**src/shared/lsd_pkg.sv**
```systemverilog
/*
  Shared constants for the LED sink driver logic: pin key pattern, timing and reset values.
  Assumes a single 40 MHz system clock and a synchronous active-high reset.
*/
package lsd_pkg;
  localparam int CLK_PERIOD_NS     = 25;     // 40 MHz system clock
  localparam int DETECT_TIME_NS    = 2000;   // Least LED evaluation window
  // Least time, so round up to whole cycles
  localparam int DETECT_CYCLES     = (DETECT_TIME_NS + CLK_PERIOD_NS - 1) / CLK_PERIOD_NS;
  localparam int CHANNELS          = 8;
  localparam int KEY_STEPS         = 5;
  localparam int FIFO_DEPTH        = 32;
  localparam int SYNC_WIDTH        = 4 + CHANNELS;
  // Key history, oldest step first, {enable_n, latch} per step
  localparam logic [9:0] KEY_PATTERN = 10'h22E;
  localparam logic [7:0] TIMER_RESET = 8'h00;
  localparam logic [7:0] TIMER_DONE  = 8'(DETECT_CYCLES);
  localparam logic [2:0] LAST_BIT    = 3'h7;
  localparam logic [7:0] SREG_RESET  = 8'h00;
  localparam logic [7:0] ALL_FAULT   = 8'hFF;

  typedef enum logic [1:0] {
    LSD_NORMAL = 2'b00,
    LSD_DETECT = 2'b01,
    LSD_DRIVE  = 2'b10,
    LSD_RESULT = 2'b11
  } lsd_state_t;
endpackage

```
**src/rtl/lsd_fifo.sv**
```systemverilog
/*
  Parameterised synchronous FIFO with valid/ready on both sides.
  Assumes one clock and a synchronous active-high reset; read data is shown while outValid.
*/
module lsd_fifo
  import lsd_pkg::*;
#(
  parameter int WIDTH = CHANNELS,
  parameter int DEPTH = FIFO_DEPTH
) (
  input  wire logic             clk,
  input  wire logic             reset,
  input  wire logic             inValid,
  output logic                  inReady,
  input  wire logic [WIDTH-1:0] inData,
  output logic                  outValid,
  input  wire logic             outReady,
  output logic      [WIDTH-1:0] outData
);
  localparam int AW = $clog2(DEPTH);

  logic [WIDTH-1:0] mem [DEPTH];
  logic [AW:0]      wrPtr;
  logic [AW:0]      rdPtr;
  logic [AW:0]      next_wrPtr;
  logic [AW:0]      next_rdPtr;
  logic             push;
  logic             pop;

  // Full when pointers differ only in the wrap bit
  always_comb begin
    inReady    = (wrPtr[AW] == rdPtr[AW]) || (wrPtr[AW-1:0] != rdPtr[AW-1:0]);
    outValid   = wrPtr != rdPtr;
    outData    = mem[rdPtr[AW-1:0]];
    push       = inValid && inReady;
    pop        = outValid && outReady;
    next_wrPtr = push ? wrPtr + 1'b1 : wrPtr;
    next_rdPtr = pop ? rdPtr + 1'b1 : rdPtr;
  end

  // Storage array has no reset; only the pointers define content
  always_ff @(posedge clk) begin
    if (reset) begin
      wrPtr <= '0;
      rdPtr <= '0;
    end else begin
      wrPtr <= next_wrPtr;
      rdPtr <= next_rdPtr;
    end
    if (push) begin
      mem[wrPtr[AW-1:0]] <= inData;
    end
  end
endmodule

```
**src/rtl/lsd_driver.sv**
```systemverilog
/*
  LED sink driver logic: shift register, storage, output gating and error-detection mode.
  Assumes host pins are asynchronous to clk (40 MHz) and the host shift clock stays
  well below clk so both of its edges are seen after synchronisation.
*/
module lsd_driver
  import lsd_pkg::*;
(
  input  wire logic                clk,
  input  wire logic                reset,
  input  wire logic                shiftClkPin,
  input  wire logic                serial_in,
  input  wire logic                latch_key1_pin,
  input  wire logic                enable_n_key2_pin,
  input  wire logic [CHANNELS-1:0] faultSense,
  output logic                     serial_out,
  output logic      [CHANNELS-1:0] channelOn
);
  logic [SYNC_WIDTH-1:0] syncA;
  logic [SYNC_WIDTH-1:0] syncB;
  logic                  sclkPrev;
  logic                  latchPrev;
  logic                  sclk;
  logic                  serIn;
  logic                  latch;
  logic                  enN;
  logic [CHANNELS-1:0]   faultSync;
  logic                  shiftRise;
  logic                  shiftFall;
  logic                  latchRise;
  logic                  keyMatch;
  logic                  timerDone;
  lsd_state_t            state;
  lsd_state_t            next_state;
  logic [7:0]            sreg;
  logic [7:0]            next_sreg;
  logic [9:0]            keyHist;
  logic [9:0]            next_keyHist;
  logic [7:0]            timer;
  logic [7:0]            next_timer;
  logic [2:0]            bitCnt;
  logic [2:0]            next_bitCnt;
  logic                  next_serialOut;
  logic [7:0]            storage;
  logic [7:0]            next_storage;
  logic [CHANNELS-1:0]   next_channelOn;
  logic                  pushReq;
  logic                  next_pushReq;
  logic [7:0]            latchWord;
  logic [7:0]            next_latchWord;
  logic                  fifoInReady;
  logic                  fifoOutValid;
  logic                  fifoOutReady;
  logic [7:0]            fifoOutData;

  // Two-stage synchronisers; only syncB and later flops are read by logic
  always_ff @(posedge clk) begin
    if (reset) begin
      syncA     <= '0;
      syncB     <= '0;
      sclkPrev  <= 1'b0;
      latchPrev <= 1'b0;
    end else begin
      syncA     <= {faultSense, enable_n_key2_pin, latch_key1_pin, serial_in, shiftClkPin};
      syncB     <= syncA;
      sclkPrev  <= syncB[0];
      latchPrev <= syncB[2];
    end
  end

  // Decoded pin levels and edges
  always_comb begin
    sclk      = syncB[0];
    serIn     = syncB[1];
    latch     = syncB[2];
    enN       = syncB[3];
    faultSync = syncB[SYNC_WIDTH-1:4];
    // Each shift clock phase must span two clk, which caps the usable shift rate below clk / 4
    shiftRise = sclk && !sclkPrev;
    shiftFall = !sclk && sclkPrev;
    latchRise = latch && !latchPrev;
    keyMatch  = {keyHist[7:0], enN, latch} == KEY_PATTERN;
    timerDone = timer == TIMER_DONE;
    fifoOutReady = (state == LSD_NORMAL) || (state == LSD_DETECT);
  end

  // Next-state logic for shifting, key tracking, detection and output gating
  always_comb begin
    next_state     = state;
    next_sreg      = sreg;
    next_keyHist   = keyHist;
    next_timer     = timer;
    next_bitCnt    = bitCnt;
    next_serialOut = serial_out;
    next_storage   = storage;
    next_pushReq   = pushReq && !fifoInReady;
    next_latchWord = latchWord;
    if (shiftRise) begin
      next_sreg    = {sreg[6:0], serIn};
      next_keyHist = {keyHist[7:0], enN, latch};
    end
    if (shiftFall) begin
      next_serialOut = sreg[7];
    end
    // Newest word wins while the FIFO is full, as a transparent latch would
    if (latch && (latchRise || shiftRise)) begin
      next_pushReq   = 1'b1;
      next_latchWord = next_sreg;
    end
    case (state)
      LSD_NORMAL: begin
        if (shiftRise && keyMatch) begin
          next_state   = LSD_DETECT;
          next_keyHist = '0;
        end
      end
      LSD_DETECT: begin
        next_timer = TIMER_RESET;
        if (!enN) begin
          next_state = LSD_DRIVE;
        end
      end
      LSD_DRIVE: begin
        if (!timerDone) begin
          next_timer = timer + 8'h01;
        end
        // An early enable release gives no valid result, so all channels report a fault
        if (enN) begin
          next_sreg   = timerDone ? faultSync : ALL_FAULT;
          next_bitCnt = 3'h0;
          next_state  = LSD_RESULT;
        end
      end
      LSD_RESULT: begin
        if (shiftRise) begin
          // Host clocks rise first, so the first edge holds the status and bit 7 is not lost
          if (bitCnt == 3'h0) begin
            next_sreg = sreg;
          end
          next_bitCnt = bitCnt + 3'h1;
          if (bitCnt == LAST_BIT) begin
            next_state = LSD_NORMAL;
          end
        end
      end
      default: begin
        next_state = LSD_NORMAL;
      end
    endcase
    if (fifoOutValid && fifoOutReady) begin
      next_storage = fifoOutData;
    end
    next_channelOn = enN ? '0 : storage;
  end

  // State registers
  always_ff @(posedge clk) begin
    if (reset) begin
      state      <= LSD_NORMAL;
      sreg       <= SREG_RESET;
      keyHist    <= '0;
      timer      <= TIMER_RESET;
      bitCnt     <= 3'h0;
      serial_out <= 1'b0;
      storage    <= SREG_RESET;
      channelOn  <= '0;
      pushReq    <= 1'b0;
      latchWord  <= SREG_RESET;
    end else begin
      state      <= next_state;
      sreg       <= next_sreg;
      keyHist    <= next_keyHist;
      timer      <= next_timer;
      bitCnt     <= next_bitCnt;
      serial_out <= next_serialOut;
      storage    <= next_storage;
      channelOn  <= next_channelOn;
      pushReq    <= next_pushReq;
      latchWord  <= next_latchWord;
    end
  end

  // Latched words queue here; draining pauses during the detection drive and readout
  lsd_fifo #(
    .WIDTH (8),
    .DEPTH (FIFO_DEPTH)
  ) u_fifo (
    .clk      (clk),
    .reset    (reset),
    .inValid  (pushReq),
    .inReady  (fifoInReady),
    .inData   (latchWord),
    .outValid (fifoOutValid),
    .outReady (fifoOutReady),
    .outData  (fifoOutData)
  );
endmodule

```
**config.mk**
```make
export PLATFORM = sky130hd
export DESIGN_NAME = lsd_driver
export DESIGN_NICKNAME = d
export VERILOG_FILES = /design/src/shared/lsd_pkg.sv /design/src/rtl/lsd_fifo.sv /design/src/rtl/lsd_driver.sv
export SDC_FILE = /design/constraint.sdc
export NUM_CORES = 1
export LEC_CHECK = 0
export ABC_CLOCK_PERIOD_IN_PS = 2600
export BUFFER_PORTS_ARGS = -buffer_cell sky130_fd_sc_hd__buf_2
export CAP_MARGIN = 0
export CORE_MARGIN = 1
export CORE_UTILIZATION = 40
export DETAILED_ROUTE_END_ITERATION = 16
export GPL_TIMING_DRIVEN = 0
export PLACE_DENSITY = 0.64
export SLEW_MARGIN = 30
export SYNTH_ARGS = -nofsm -noshare
export SYNTH_HDL_FRONTEND = slang
export SYNTH_HIERARCHICAL = 1
export SYNTH_SLANG_ARGS = --single-unit
```
**constraint.sdc**
```tcl
create_clock -name clk -period 2.6 [get_ports clk]
set_input_delay 0.26 -clock clk [delete_from_list [all_inputs] [get_ports clk]]
set_output_delay 0.26 -clock clk [all_outputs]
set_load 0.01 [all_outputs]
```
== After elaboration in Yosys (flattened, before gate mapping) ==
Memories as Yosys holds them, arrays and structs flattened. A register that Yosys moved wholly into a read port is not among the register bits.
Index checks and enable logic that the tools add are counted.
Word-level totals
  flip-flop bits (word level): 87
  logic and storage cells: 82
  output and inout bits: 9
  input port bits: 14
  ROM bits: 0
  bits in writable memories: 256
  memories: 1
  latch bits: 0
Operators by class
  muxes and demuxes: 23
  divide/modulo/power cells: 0
  add/subtract/negate cells: 4
  multiply operators: 0
  $lt $le $gt $ge: 0
  equal/unequal tests: 16
  reduce and logical (&&, ||, !) cells: 23
  shift operators: 0
  bitwise gates (word level): 0
Memory list
  u_fifo.mem: depth 32, width 8, read ports 1, clocked after memory_dff 1, wr ports 1, RTL line lsd_fifo.sv:22  | logic [WIDTH-1:0] mem [DEPTH];
Operator list (count)
  two-way mux 8 bit: 6
  case mux 8 bit (2 select lines): 2
  two-way mux 10 bit: 3
  adder 6 x 1 -> 6 bit, second input constant: 2
  == test 10 bit, second input constant: 1
  two-way mux 2 bit: 5
  inequality test 2 bit, second input constant: 5
  adder 8 x 1 -> 8 bit, second input constant: 1
  == test 8 x 7 -> 1 bit, second input constant: 1
  logical AND 1 bit: 8
  case mux 2 bit (4 select lines): 1
  two-way mux 3 bit: 2
  inequality test 6 bit: 1
  case mux 3 bit (2 select lines): 1
  inequality test 5 bit: 1
  AND reduction 5 bit: 1
  == test 2 bit, second input constant: 2
  logical NOT 1 bit: 4
  nonzero test 2 bit: 2
  adder 3 x 1 -> 3 bit, second input constant: 1
  == test 3 bit, second input constant: 1
  logical NOT 3 bit: 1
  logical OR 1 bit: 3
  two-way mux 1 bit: 3
  8 further kinds: 8

== Longest topological paths before layout ==
  word-level depth: 6
  depth in mapped cells: 7
  gate-level depth less buffers: 7

== By module ==
Netlist, hierarchy kept.
Modules (own cells, without submodules)
  lsd_fifo: sequential area each 8027.7 µm², area each 10661.5 µm², cells each 493, times used 1
  lsd_driver: sequential area each 1621.6 µm², area each 3140.5 µm², cells each 315, times used 1

== Least setup slack after synthesis ==
OpenSTA, ideal clock, no wires.
  path kind: register to register
  from: register with a tool-made name
  to: register storage[0], read port of u_fifo.mem
  slack: 0.339 ns
  cell stages (with the launch flop): 8
  arrival time: 2.133 ns
  path buffers: 2
  data required time: 2.472 ns
  clock period less this slack: 2.261 ns
  library setup time: 0.128 ns
  cells stage by stage: dfxtp_1 clkbuf_1 clkbuf_1 mux4_2 mux4_2 mux2_2 mux2i_1 nor2_1
RTL lines
  end: declaration: RTL line lsd_driver.sv:44  | logic [7:0] storage;

==> summary.txt <==
ys flop type: edfxtp_1
Pwr Density: 758.5 mW/mm²
CP Class: reg2reg
Nets: 907
First DRT Iteration DRCs: 550
placed wire-length estimate: 17670 µm
Tot GR Track Use: 0.1597
largest stage delay on the critical path: 0.55 ns
layout cell share with drive strength beyond 1: 0.2735
Final GP Congestion: 0.7889
CP bufs+invs: 1
grt total ovfl: 0
largest net degree at the start of global routing: 34
CTS tree: done
Remaining DRCs: 0
hold crit path type: in2reg
cell mode on critical path: mux4_2
CP Capture Type: flop
Placed Cells: 1278
row cnt: 67
first-pass GRT wire length: 42360 µm
dpl ws: -0.6281 ns
H-tree levels: 2
Max Clk Rate: 394.3 MHz
Die Area: 0.03525 mm²
minimum clock period: 2.536 ns
Final period util: 0.9755
Port Buffers: 22
Synth Instances: 808
Leak Pwr: 5.241 nW
final clock skew: 0.01561 ns
simple-gate share of the synthesized area: 0.07134
Vias: 7083
worst path arrival time: 2.91 ns
Routed Antenna Nets: 0
Max-Cap Viols: 0
synthesized-area fraction occupied by adder cells: 0.01360
Post-CTS Setup Inserts: 0
Max transition margin: 0.4656
combinational family with the most area after synthesis: multiplexers
Slew Viols, Final: 0
Post-synth EDFFs: 256
status: complete, no violations
CP delay by family, top: multiplexers
vias in the first global route: 7012
CORE AREA: 0.03370 mm²
Area growth syn-to-layout: 15.39%
critical-path cell list: clkbuf_2 > mux4_2 > mux4_2 > mux2_2 > mux2i_1 > nor2_1
compound-cell area share of the yosys netlist: 0.02901
Area after DPL: 0.01448 mm²
Seq/Total Area, Yosys: 0.6991
wire length per cell: 20.33 µm
mux share of post-synthesis cell area: 0.1598
Routed WL: 27470 µm
fin worst setup slack: 0.06373 ns
number of CTS-inserted buffers: 37
clk_lat worst skew: 0.50 ns
Clock Sink Count: 354
Final setup viols: 0
cell area after synthesis: 0.01380 mm²
Mapped Nets: 837
Crit Path Max Fanout: 10
DR pass1 iterations: 5
I/O pins: 23
Reg clk slew, reported paths: 0.06 ns
worst hold slack: 0.2041 ns
post-synthesis register bit count: 354
startpoint types: flop
Post-Synth XOR/XNOR Area: 0.01015
FFs w/ async S/R, synth: 0
cell area after layout: 0.01593 mm²
Clock Path Buffers: 3
die width: 187.8 µm
syn_area_per_cell: 17.08 µm²
clk root buf: clkbuf_16
Initial Util: 0.4096
Yosys cell types: 58
slowest CP cell: mux4_2
vias per inst: 5.243
Synth Warn #: 6
Worst-Margin Slew: 0.7986 ns
CP required: 2.98 ns
Post-Layout Cell Count: 1351
final number of hold-violating endpoints: 0
peak supply drop: 451.8 µV
Die Ht: 187.8 µm
initial antenna violation count: 0
Antenna Cells: 0
## worst reg2reg max path, delay by kind of cell (launching register included)
kind                   cells  cell delay [ns]
buffers and inverters      1             0.37
flip-flops                 1             0.54
multiplexers               4             1.45
AND/OR/NAND/NOR            1             0.05
## power by group
part	internal (W)	total, W	leakage (nW)	switching, W
clock	0.00275	0.00478	0.548	0.00203
sequential	0.00607	0.00615	3.17	0.0000793
combinational	0.000612	0.00115	1.52	0.000536
total	0.00944	0.0121	5.24	0.00264
## stage by stage
step                        TNS, ns    util  total power [W]
after detailed placement     -55.23  0.4297         0.007403
after CTS                    -4.191  0.4694          0.01220
final                             0  0.4726          0.01208
after global routing      -0.007641  0.4726          0.01250
after floorplan                   0       -         0.007103
after global placement       -59.49  0.4295         0.007393
## timing repair
action                     4_1_cts  5_1_grt
setup endpoints to repair      208      155
pin swaps                        0        0
resized for setup               43       26
hold buffers                    12        0
hold endpoints to repair        12        0
## cells in the mapped netlist (3+ instances only)
cell / n / area (µm²)
edfxtp_1: 256 / 7687
dfxtp_1: 98 / 1962
mux4_2: 80 / 1802
nor2_1: 79 / 296.5
nand2_1: 31 / 116.4
nor2b_1: 31 / 193.9
a21oi_1: 21 / 105.1
mux2_2: 19 / 214.0
mux2i_1: 19 / 190.2
ha_1: 15 / 187.7
clkbuf_1: 14 / 52.55
inv_1: 13 / 48.80
xnor2_1: 11 / 96.34
a211oi_1: 8 / 60.06
and2_1: 8 / 50.05
buf_4: 8 / 60.06
nand3_1: 8 / 40.04
o22ai_1: 8 / 50.05
buf_1: 7 / 26.28
buf_2: 7 / 35.03
o21ai_0: 6 / 30.03
xor2_1: 5 / 43.79
nand2b_1: 4 / 25.02
nand4_1: 4 / 25.02
or2_2: 4 / 25.02
or3_1: 4 / 25.02
nand3b_1: 3 / 22.52
## cell families after synthesis
family | count (synthesis)
AO/OA/AOI/OAI | 61
XOR/XNOR | 16
adder cells (fa/ha/maj) | 15
buffers and inverters | 50
flip-flops | 354
multiplexers | 118
AND/OR/NAND/NOR | 194
## final cells by class
| cell class | count | area (µm²) |
|---|---|---|
| plain buffers | 34 | 216.5 |
| well taps | 448 | 560.5 |
| flip-flops and latches | 354 | 9662 |
| repair buffers | 34 | 230.2 |
| clock buffers | 48 | 1017 |
| multi-input cells | 404 | 4109 |
| inverters | 13 | 48.80 |
| fillers | 2888 | 17770 |
| clock inverters | 16 | 82.58 |
## per-layer routing
layer	track usage	vias up	wire length [µm]
li1	-	3249	-
met1	0.2273	3626	12780
met2	0.2500	163	12660
met3	0.02714	45	1279
met4	0.05159	0	748
met5	0	-	0
## worst paths after layout
kind | startpoint | end | slack, ns | cells after the start
hold reg to reg | syncA[6]$_SDFF_PP0_ | syncB[6]$_SDFF_PP0_ | 0.43 | 1
setup reg to reg | flop | storage[0]$_SDFFE_PP0P_ | 0.06 | 6
setup / recovery | flop | storage[0]$_SDFFE_PP0P_ | 0.06 | 6
hold / removal | reset | u_fifo/wrPtr[5]$_SDFFE_PP0P_ | 0.20 | 3
## registers in the layout (all words and copies together), names as in the netlist, 8 cells and up, named ones only
signal      flops
storage         8
syncA          12
sreg            8
syncB          12
timer           8
latchWord       8
keyHist         8
channelOn       8
u_fifo/mem    256
## cells in the final DEF (no fill, tap or decap), types with 10 or more instances in the layout
master,Yosys,final
a21oi_1,21,21
buf_2,7,31
clkbuf_1,14,15
clkbuf_16,0,37
dfxtp_1,98,88
dfxtp_2,0,10
dlygate4sd3_1,0,12
edfxtp_1,256,256
ha_1,15,15
inv_1,13,13
mux2_2,19,19
mux2i_1,19,19
mux4_2,80,80
nand2_1,31,28
nor2_1,79,54
nor2_4,0,24
nor2b_1,31,31
xnor2_1,11,11
No activity file was read; power rests on OpenSTA's default activity.
